--- config.mk ---
export PLATFORM = sky130hd
export DESIGN_NAME = sbtcc_core
export DESIGN_NICKNAME = d
export VERILOG_FILES = /design/src/sbtcc_pkg.sv /design/src/sbtcc_core.sv
export VERILOG_INCLUDE_DIRS = /design/src
export SDC_FILE = /design/constraint.sdc
export NUM_CORES = 1
export LEC_CHECK = 0
export BUFFER_PORTS_ARGS = -buffer_cell sky130_fd_sc_hd__buf_2
export CORE_MARGIN = 10
export CORE_UTILIZATION = 54
export CTS_CLUSTER_DIAMETER = 200
export DETAILED_ROUTE_END_ITERATION = 6
export GPL_TIMING_DRIVEN = 0
export PLACE_DENSITY = 0.77
export SYNTH_ARGS = -nofsm -noshare
export SYNTH_HDL_FRONTEND = slang
export SYNTH_SLANG_ARGS = --single-unit
--- constraint.sdc ---
create_clock -name clk_sys -period 4.2 [get_ports clk_sys]
set_input_delay 0.42 -clock clk_sys [delete_from_list [all_inputs] [get_ports clk_sys]]
set_output_delay 0.42 -clock clk_sys [all_outputs]
set_load 0.02 [all_outputs]
--- src/sbtcc_cfg.svh ---
`ifndef SBTCC_CFG_SVH
`define SBTCC_CFG_SVH

// Register byte offsets
`define SBTCC_OFS_CTRL_A   6'h00
`define SBTCC_OFS_CTRL_B   6'h04
`define SBTCC_OFS_CNT_LO   6'h08
`define SBTCC_OFS_CNT_HI   6'h0c
`define SBTCC_OFS_CMPA_LO  6'h10
`define SBTCC_OFS_CMPA_HI  6'h14
`define SBTCC_OFS_CMPB_LO  6'h18
`define SBTCC_OFS_CMPB_HI  6'h1c
`define SBTCC_OFS_CAP_LO   6'h20
`define SBTCC_OFS_CAP_HI   6'h24
`define SBTCC_OFS_FLAG     6'h28
`define SBTCC_OFS_MASK     6'h2c

// Field positions
`define SBTCC_CB_NC        7
`define SBTCC_CB_EDGE      6
`define SBTCC_FLG_WRAP     0
`define SBTCC_FLG_CAP      3

// Reset values and fixed counts
`define SBTCC_RST_BYTE     8'h00
`define SBTCC_RST_WORD     16'h0000
`define SBTCC_MAX16        16'hffff
`define SBTCC_TOP8         16'h00ff
`define SBTCC_TOP9         16'h01ff
`define SBTCC_TOP10        16'h03ff
`define SBTCC_NC_DEPTH     4
`endif

--- src/sbtcc_pkg.sv ---
`default_nettype none
`include "sbtcc_cfg.svh"
package sbtcc_pkg;
   typedef enum {DIR_UP, DIR_DOWN} sbtcc_dir_t;

   typedef struct packed {
      logic        dual;
      logic        fast;
      logic        ctc;
      logic        upd_bottom;
      logic        top_cmpa;
      logic        top_cap;
      logic [15:0] fixed_top;
   } sbtcc_mode_t;

   function automatic sbtcc_mode_t sbtcc_decode(input logic [3:0] w);
      sbtcc_mode_t m;
      m = '{1'b0, 1'b0, 1'b0, 1'b0, 1'b0, 1'b0, `SBTCC_MAX16};
      case (w)
         4'h1: begin m.dual = 1'b1; m.fixed_top = `SBTCC_TOP8; end
         4'h2: begin m.dual = 1'b1; m.fixed_top = `SBTCC_TOP9; end
         4'h3: begin m.dual = 1'b1; m.fixed_top = `SBTCC_TOP10; end
         4'h4: begin m.ctc = 1'b1; m.top_cmpa = 1'b1; end
         4'h5: begin m.fast = 1'b1; m.fixed_top = `SBTCC_TOP8; end
         4'h6: begin m.fast = 1'b1; m.fixed_top = `SBTCC_TOP9; end
         4'h7: begin m.fast = 1'b1; m.fixed_top = `SBTCC_TOP10; end
         4'h8: begin m.dual = 1'b1; m.upd_bottom = 1'b1; m.top_cap = 1'b1; end
         4'h9: begin m.dual = 1'b1; m.upd_bottom = 1'b1; m.top_cmpa = 1'b1; end
         4'ha: begin m.dual = 1'b1; m.top_cap = 1'b1; end
         4'hb: begin m.dual = 1'b1; m.top_cmpa = 1'b1; end
         4'hc: begin m.ctc = 1'b1; m.top_cap = 1'b1; end
         4'he: begin m.fast = 1'b1; m.top_cap = 1'b1; end
         4'hf: begin m.fast = 1'b1; m.top_cmpa = 1'b1; end
         default: m.fixed_top = `SBTCC_MAX16;
      endcase
      return m;
   endfunction
endpackage
`default_nettype wire

--- src/sbtcc_core.sv ---
`timescale 1ns/100ps
`default_nettype none
`include "sbtcc_cfg.svh"
module sbtcc_core
   import sbtcc_pkg::*;
(
   input  wire logic        clk_sys,
   input  wire logic        arst_n,
   input  wire logic [5:0]  address,
   input  wire logic        read,
   input  wire logic        write,
   input  wire logic [3:0]  byteenable,
   input  wire logic [31:0] writedata,
   output var  logic [31:0] readdata,
   output var  logic        waitrequest,
   input  wire logic        external_count_pin,
   input  wire logic        capture_input_pin,
   input  wire logic        comparator_out,
   input  wire logic        capture_from_comparator,
   input  wire logic [3:0]  irq_taken,
   output var  logic [3:0]  irq_req,
   output var  logic [1:0]  wave_out_pins,
   output var  logic        count_at_top,
   output var  logic        count_at_bottom
);

   // ------------------------------------------------------------
   // State
   // ------------------------------------------------------------
   logic [7:0]  ctrl_a_reg;
   logic [7:0]  ctrl_b_reg;
   logic [15:0] count_reg;
   logic [15:0] count_next;
   logic [7:0]  temp_reg;
   logic [15:0] capture_reg;
   logic [3:0]  flag_reg;
   logic [3:0]  flag_next;
   logic [3:0]  mask_reg;
   sbtcc_dir_t  dir_reg;
   sbtcc_dir_t  dir_next;
   logic [9:0]  presc_reg;
   logic        ext_prev_reg;
   logic [`SBTCC_NC_DEPTH-1:0] nc_pipe_reg;
   logic        cap_lvl_reg;
   logic        cap_prev_reg;
   logic        block_reg;
   logic [15:0] cmp_buf_reg [2];
   logic [15:0] cmp_reg [2];
   logic [1:0]  match_vec;
   logic [7:0]  rd_byte;
   logic        tick;

   // ------------------------------------------------------------
   // Bus decode
   // ------------------------------------------------------------
   wire accept   = (read | write) & ~waitrequest;
   wire rd_take  = read & waitrequest;
   wire wr_acc   = write & accept & byteenable[0];
   wire [7:0] wd = writedata[7:0];
   wire w_ctrl_a = wr_acc && (address == `SBTCC_OFS_CTRL_A);
   wire w_ctrl_b = wr_acc && (address == `SBTCC_OFS_CTRL_B);
   wire w_cnt_lo = wr_acc && (address == `SBTCC_OFS_CNT_LO);
   wire w_cap_lo = wr_acc && (address == `SBTCC_OFS_CAP_LO);
   wire w_flag   = wr_acc && (address == `SBTCC_OFS_FLAG);
   wire w_mask   = wr_acc && (address == `SBTCC_OFS_MASK);
   wire w_cmp_lo [2];
   assign w_cmp_lo[0] = wr_acc && (address == `SBTCC_OFS_CMPA_LO);
   assign w_cmp_lo[1] = wr_acc && (address == `SBTCC_OFS_CMPB_LO);
   wire w_any_hi = wr_acc && ((address == `SBTCC_OFS_CNT_HI) ||
                   (address == `SBTCC_OFS_CMPA_HI) ||
                   (address == `SBTCC_OFS_CMPB_HI) ||
                   (address == `SBTCC_OFS_CAP_HI));
   wire r_cnt_lo = rd_take && (address == `SBTCC_OFS_CNT_LO);
   wire r_cap_lo = rd_take && (address == `SBTCC_OFS_CAP_LO);

   // ------------------------------------------------------------
   // Mode and top
   // ------------------------------------------------------------
   wire sbtcc_mode_t mode = sbtcc_decode({ctrl_b_reg[4:3], ctrl_a_reg[1:0]});
   wire [15:0] top_val  = mode.top_cmpa ? cmp_reg[0] :
                          mode.top_cap  ? capture_reg : mode.fixed_top;
   wire buffered  = mode.dual | mode.fast;
   wire at_top    = (count_reg == top_val);
   wire at_bottom = (count_reg == `SBTCC_RST_WORD);
   wire upd_point = tick & (mode.upd_bottom ? at_bottom : at_top);
   wire [15:0] cnt_inc = count_reg + 16'h0001;
   wire [15:0] cnt_dec = count_reg - 16'h0001;

   // ------------------------------------------------------------
   // Tick source
   // ------------------------------------------------------------
   wire [2:0] cs    = ctrl_b_reg[2:0];
   wire ext_rise    = external_count_pin & ~ext_prev_reg;
   wire ext_fall    = ~external_count_pin & ext_prev_reg;
   always_comb begin
      case (cs)
         3'h0:    tick = 1'b0;
         3'h1:    tick = 1'b1;
         3'h2:    tick = &presc_reg[2:0];
         3'h3:    tick = &presc_reg[5:0];
         3'h4:    tick = &presc_reg[7:0];
         3'h5:    tick = &presc_reg[9:0];
         3'h6:    tick = ext_fall;
         default: tick = ext_rise;
      endcase
   end

   // ------------------------------------------------------------
   // Counter
   // ------------------------------------------------------------
   always_comb begin
      count_next = count_reg;
      dir_next   = dir_reg;
      if (w_cnt_lo) begin
         count_next = {temp_reg, wd};
      end else if (tick) begin
         if (mode.dual) begin
            if (dir_reg == DIR_UP) begin
               if (count_reg >= top_val) begin
                  dir_next   = DIR_DOWN;
                  count_next = cnt_dec;
               end else begin
                  count_next = cnt_inc;
               end
            end else if (at_bottom) begin
               dir_next   = DIR_UP;
               count_next = cnt_inc;
            end else begin
               count_next = cnt_dec;
            end
         end else if ((mode.fast | mode.ctc) && at_top) begin
            count_next = `SBTCC_RST_WORD;
         end else begin
            count_next = cnt_inc;
         end
      end
   end

   // Wrap point per mode family
   wire wrap_evt = tick & ~w_cnt_lo &
                   ((mode.dual & at_bottom & (dir_reg == DIR_DOWN)) |
                    (mode.fast & at_top) |
                    (~buffered & (count_reg == `SBTCC_MAX16)));

   // ------------------------------------------------------------
   // Capture path
   // ------------------------------------------------------------
   wire cap_src   = capture_from_comparator ? comparator_out : capture_input_pin;
   wire nc_all1   = &nc_pipe_reg;
   wire nc_all0   = ~|nc_pipe_reg;
   // Filter adds latency so short spikes never reach the edge detector
   wire cap_lvl_next = ctrl_b_reg[`SBTCC_CB_NC] ?
                       (nc_all1 ? 1'b1 : nc_all0 ? 1'b0 : cap_lvl_reg) :
                       nc_pipe_reg[0];
   wire cap_edge  = ctrl_b_reg[`SBTCC_CB_EDGE] ? (cap_lvl_reg & ~cap_prev_reg) :
                                                 (~cap_lvl_reg & cap_prev_reg);
   // Capture register doubles as top, so events are ignored then
   wire cap_evt   = cap_edge & ~mode.top_cap;

   // ------------------------------------------------------------
   // Flags
   // ------------------------------------------------------------
   wire [3:0] flag_set = {cap_evt, match_vec, wrap_evt};
   wire [3:0] flag_clr = (w_flag ? wd[3:0] : 4'h0) | irq_taken;
   // Set beats clear in the same cycle
   assign flag_next = (flag_reg & ~flag_clr) | flag_set;

   // ------------------------------------------------------------
   // Read mux
   // ------------------------------------------------------------
   always_comb begin
      case (address)
         `SBTCC_OFS_CTRL_A:  rd_byte = ctrl_a_reg;
         `SBTCC_OFS_CTRL_B:  rd_byte = ctrl_b_reg;
         `SBTCC_OFS_CNT_LO:  rd_byte = count_reg[7:0];
         `SBTCC_OFS_CNT_HI:  rd_byte = temp_reg;
         `SBTCC_OFS_CMPA_LO: rd_byte = cmp_buf_reg[0][7:0];
         `SBTCC_OFS_CMPA_HI: rd_byte = cmp_buf_reg[0][15:8];
         `SBTCC_OFS_CMPB_LO: rd_byte = cmp_buf_reg[1][7:0];
         `SBTCC_OFS_CMPB_HI: rd_byte = cmp_buf_reg[1][15:8];
         `SBTCC_OFS_CAP_LO:  rd_byte = capture_reg[7:0];
         `SBTCC_OFS_CAP_HI:  rd_byte = temp_reg;
         `SBTCC_OFS_FLAG:    rd_byte = {4'h0, flag_reg};
         `SBTCC_OFS_MASK:    rd_byte = {4'h0, mask_reg};
         default:            rd_byte = `SBTCC_RST_BYTE;
      endcase
   end

   // ------------------------------------------------------------
   // Bus slave and registers
   // ------------------------------------------------------------
   always_ff @(posedge clk_sys or negedge arst_n) begin
      if (!arst_n) begin
         waitrequest <= 1'b1;
         readdata    <= 32'h0000_0000;
      end else begin
         waitrequest <= ~((read | write) & waitrequest);
         if (rd_take) readdata <= {24'h00_0000, rd_byte};
      end
   end

   always_ff @(posedge clk_sys or negedge arst_n) begin
      if (!arst_n) begin
         ctrl_a_reg  <= `SBTCC_RST_BYTE;
         ctrl_b_reg  <= `SBTCC_RST_BYTE;
         temp_reg    <= `SBTCC_RST_BYTE;
         mask_reg    <= 4'h0;
         flag_reg    <= 4'h0;
         irq_req     <= 4'h0;
         capture_reg <= `SBTCC_RST_WORD;
      end else begin
         if (w_ctrl_a) ctrl_a_reg <= wd;
         if (w_ctrl_b) ctrl_b_reg <= wd;
         if (w_mask)   mask_reg <= wd[3:0];
         flag_reg <= flag_next;
         irq_req  <= flag_next & mask_reg;
         if (w_any_hi) begin
            temp_reg <= wd;
         end else if (r_cnt_lo) begin
            temp_reg <= count_reg[15:8];
         end else if (r_cap_lo) begin
            temp_reg <= capture_reg[15:8];
         end
         if (w_cap_lo && mode.top_cap) begin
            capture_reg <= {temp_reg, wd};
         end else if (cap_evt) begin
            capture_reg <= count_reg;
         end
      end
   end

   always_ff @(posedge clk_sys or negedge arst_n) begin
      if (!arst_n) begin
         count_reg       <= `SBTCC_RST_WORD;
         dir_reg         <= DIR_UP;
         presc_reg       <= 10'h000;
         ext_prev_reg    <= 1'b0;
         block_reg       <= 1'b0;
         nc_pipe_reg     <= '0;
         cap_lvl_reg     <= 1'b0;
         cap_prev_reg    <= 1'b0;
         count_at_top    <= 1'b0;
         count_at_bottom <= 1'b1;
      end else begin
         count_reg       <= count_next;
         dir_reg         <= dir_next;
         presc_reg       <= presc_reg + 10'h001;
         ext_prev_reg    <= external_count_pin;
         // A software write hides the match on the next tick
         block_reg       <= w_cnt_lo | (block_reg & ~tick);
         nc_pipe_reg     <= {nc_pipe_reg[`SBTCC_NC_DEPTH-2:0], cap_src};
         cap_lvl_reg     <= cap_lvl_next;
         cap_prev_reg    <= cap_lvl_reg;
         count_at_top    <= (count_next == top_val);
         count_at_bottom <= (count_next == `SBTCC_RST_WORD);
      end
   end

   // ------------------------------------------------------------
   // Compare channels
   // ------------------------------------------------------------
   genvar ch;
   generate
      for (ch = 0; ch < 2; ch++) begin : g_cmp
         wire [1:0] com    = ctrl_a_reg[7-2*ch -: 2];
         wire       no_pwm = (ch == 0) && mode.top_cmpa && buffered;
         assign match_vec[ch] = tick & ~block_reg &
                                (count_reg == cmp_reg[ch]);
         logic wave_next;
         always_comb begin
            wave_next = wave_out_pins[ch];
            if (com == 2'h0) begin
               wave_next = 1'b0;
            end else if (~buffered || no_pwm) begin
               if (match_vec[ch]) begin
                  case (com)
                     2'h1:    wave_next = ~wave_out_pins[ch];
                     2'h2:    wave_next = no_pwm ? 1'b0 : 1'b0;
                     default: wave_next = no_pwm ? 1'b0 : 1'b1;
                  endcase
               end
            end else if (mode.fast) begin
               if (match_vec[ch]) begin
                  wave_next = com[0];
               end else if (tick && at_top) begin
                  wave_next = ~com[0];
               end
            end else if (match_vec[ch]) begin
               wave_next = (dir_reg == DIR_UP) ? com[0] : ~com[0];
            end
         end

         always_ff @(posedge clk_sys or negedge arst_n) begin
            if (!arst_n) begin
               cmp_buf_reg[ch]   <= `SBTCC_RST_WORD;
               cmp_reg[ch]       <= `SBTCC_RST_WORD;
               wave_out_pins[ch] <= 1'b0;
            end else begin
               if (w_cmp_lo[ch]) cmp_buf_reg[ch] <= {temp_reg, wd};
               if (~buffered || upd_point) begin
                  cmp_reg[ch] <= cmp_buf_reg[ch];
               end
               wave_out_pins[ch] <= wave_next;
            end
         end
      end
   endgenerate

   wire [7:0]  cnt_hi   = count_reg[15:8];
   wire [15:0] cmpa_act = cmp_reg[0];
   wire normal_mode     = ~buffered & ~mode.ctc;
endmodule
`default_nettype wire

==> results by group <==
STA
  – Max Clk Rate: 0.2071 GHz
  – WHS: 0.1261 ns
  – Setup violators final: 5
  – Final min period: roughly 4.8 ns
  – Max Transition Viols Final: 0
  – Fin worst setup slack: -0.6287 ns
  – Worst Max-Slew Pin Slew: roughly 1.3 ns
  – Final Hold Viols: 0
  – Tcrit/Tclk final: 115.0%
  – Layout Skew: about 0.0095 ns
  – Relative slew slack: roughly 14%
  – RSZ-0062 raised after global routing: true

Logic synthesis
  – Commonest cells post-synth: 162 x dfrtp_1, 96 x nand2_1, 85 x mux2_2
  – Ys flop type: dfrtp_1
  – Yosys top cell area share: between 40% and 50%
  – Netlist cell types: 76
  – EDFF count, synth: 0
  – Fraction of registers with async set/reset: 100.0%
  – Post-synthesis sequential area ratio: between 40% and 50%
  – Syn_area_per_cell: around 10 um2
  – Synth area leader: dfrtp_1
  – Mapped Area: 0.009747 mm2
  – Yosys Warn Count: 0
  – Most frequent cell after synthesis: dfrtp_1
  – Number of synthesized register bits: between 150 and 200
  – Top area cells in the synthesized netlist: dfrtp_1 42%, mux2_2 9.8%, xor2_1 4.3%, nand2_1 3.7%, a22oi_1 3.1%
  – Gate Count Post-Synth: roughly 1,000

Clock network
  – CTS clk-pin slew, worst paths: 0.07 ns
  – CTS Root Cell: clkbuf_16
  – # clock sinks: around 160
  – Clock Path Buffers: 2
  – Worst skew pair latency: between 0.4 and 0.5 ns
  – CTS buffer count: 17
  – TritonCTS clock tree: done
  – Depth of the CTS H-tree: 4

Cells and area
  – Share of cells above drive strength 1: approximately a quarter
  – Antenna Cells: 0
  – Post-route cell area: around 0.012 mm2
  – Max FFs per register: 32
  – Nets@finish: between 1,000 and 1,500
  – Area Growth Syn to Fin: 20.05%

Drt
  – First-pass DRT Iterations: 6
  – Post-DRT Antenna Nets: 0
  – Via density: 6.605
  – Via count: 8,877
  – Drt initial violations: between 1,000 and 1,500
  – Average wire per standard cell: between 20 and 30 um
  – Post-Route WL: about 34 mm
  – Drt drc: 0

Placed design
  – Final RePlAce weighted congestion: 1.041
  – PortBufs: 37
  – DPL Wire Length: 24.55 mm
  – DP Area: 0.01035 mm2

Global routing
  – First-pass GRT wire length: 51.45 mm
  – GRT Overall Usage: between 20 and 30%
  – Vias in the first global route: about 8,700
  – Initial antenna violation count: 0
  – Pin count of the biggest net entering global routing: roughly 120
  – GRT overflow: 0

Critical path
  – Endpoint class of the critical path: register
  – R2R setup slack: -0.63 ns
  – Crit path from: ctrl_b_reg[3]$_DFFE_PN0P_
  – CP arrival: around 5.2 ns
  – Reg2reg start: ctrl_b_reg[3]$_DFFE_PN0P_
  – Setup crit start kind: register
  – CP endpoint: count_at_bottom$_DFF_PN1_
  – CP Class: register to register
  – Worst-path fanout max: 5
  – Worst r2r dst: count_at_bottom$_DFF_PN1_
  – Crit path required time: ~4.6 ns
  – Reg2Reg Depth: 16

Power
  – Total power: 4.387 mW
  – Static Leak: between 5 and 6 nW
  – Peak VDD IR: ~0.31 mV
  – P per Cell Area: approximately 370 mW/mm2

Min path
  – Hold WC Path Type: input port to register

Die
  – Die Wd: roughly 150 um
  – Die Height: approximately 150 um
  – Core area: 0.01784 mm2
  – Initial core utilization: around 55%
  – Ports: 95
  – # rows: a little under 50
  – Die area: roughly 0.024 mm2

Status
  – Failing checks: negative setup slack
  – Outcome: finished with violations

Job
  – Max-Cap Viols: 0
## layout make-up
cell class              count  area [um2]
well taps                 229       286.5
repair buffers             69       503.0
clock buffers              18       439.2
multi-input cells         751        5627
inverters                  20       75.07
fillers                  1428        6140
clock inverters            14       216.5
plain buffers              79       444.2
flip-flops and latches    164        4110
## through the flow
stage | util [%] | worst slack, ns | TNS [ns] | std cells
finish | 65.59 | -0.6287 | -1.369 | 1344
floorplan | - | 0.02734 | 0 | 1017
global route | 65.59 | -0.6874 | -1.934 | 1344
CTS | 64.32 | -0.4556 | -0.9009 | 1336
global placement | 57.79 | -1.193 | -23.11 | 1283
detailed placement | 58.03 | -1.182 | -18.44 | 1284
## how the worst min path moves through the flow
stage | slack [ns] | depth (start not counted) | endpoint | startpoint
floorplan | 0.12 | 0 | block_reg$_DFF_PN0_ | arst_n
global placement | 0.37 | 0 | nc_pipe_reg[2]$_DFF_PN0_ | nc_pipe_reg[1]$_DFF_PN0_
detailed placement | 0.35 | 1 | presc_reg[8]$_DFF_PN0_ | arst_n
CTS | 0.12 | 1 | ext_prev_reg$_DFF_PN0_ | external_count_pin
global route | 0.12 | 1 | ext_prev_reg$_DFF_PN0_ | external_count_pin
finish | 0.13 | 1 | ext_prev_reg$_DFF_PN0_ | external_count_pin
## critical path, cell delays in order (launching register included)
cell	delay, ns
dfrtp_2	0.44
nor2b_4	0.17
mux4_2	0.52
a21oi_4	0.21
ha_4	0.16
nand4_1	0.16
or3_4	0.45
or4_4	0.56
a31oi_4	0.25
and2_4	0.21
buf_8	0.15
mux2i_2	0.30
mux2i_1	0.21
nand3b_1	0.15
buf_4	0.19
nor4_4	0.36
and4_1	0.26
## power breakdown
part | switching (mW) | leakage (nW) | internal [mW]
logic | 0.482 | 2.92 | 0.317
clock network | 0.721 | 0.317 | 1.03
registers | 0.155 | 2.16 | 1.68
total | 1.36 | 5.40 | 3.03
## placed cells by master, fill, tap and decap left out, drive strengths merged, types with 11 or more instances in the layout
cell	count
mux2	85
nor3	14
nor4	21
a31oi	18
nand2	96
conb	24
ha	23
clkbuf	63
nor2	60
a21oi	43
xor2	48
dfrtp	162
xnor2	12
a22oi	40
inv	26
nand2b	14
nand3	20
and3	18
a221oi	11
buf	102
o21ai	45
mux2i	21
## cell families (layout without fill, tap and decap cells)
group                    after synthesis  count (layout)  share of synthesized area (%)
AND/OR/NAND/NOR                      303             303                          15.61
AO/OA/AOI/OAI                        234             234                          16.61
flip-flops                           164             164                          42.13
multiplexers                         107             107                          12.21
buffers and inverters                102             200                          5.058
XOR/XNOR                              60              60                          5.391
adder cells (fa/ha/maj)               23              23                          2.953
other                                  1              24                        0.03847
## routing by layer
layer | vias to the layer above | global-route usage, % | part of all wire [%]
met3 | 139 | 5.824 | 10
met1 | 4344 | 35.06 | 38
met2 | 570 | 43.36 | 46
met5 | - | 0 | 0
met4 | 0 | 16.10 | 6.3
li1 | 3824 | - | -
## timing repair
| action | CTS | global route |
|---|---|---|
| gates resized for setup | 59 | 32 |
| pin swaps | 21 | 18 |
| cloned | 1 | 0 |
| buffers inserted | 21 | 8 |
| endpoints found under the hold margin | 49 | 0 |
| setup endpoints to repair | 44 | 19 |
| hold buffers | 1 | 0 |
Power figures use the tool's default switching activity.
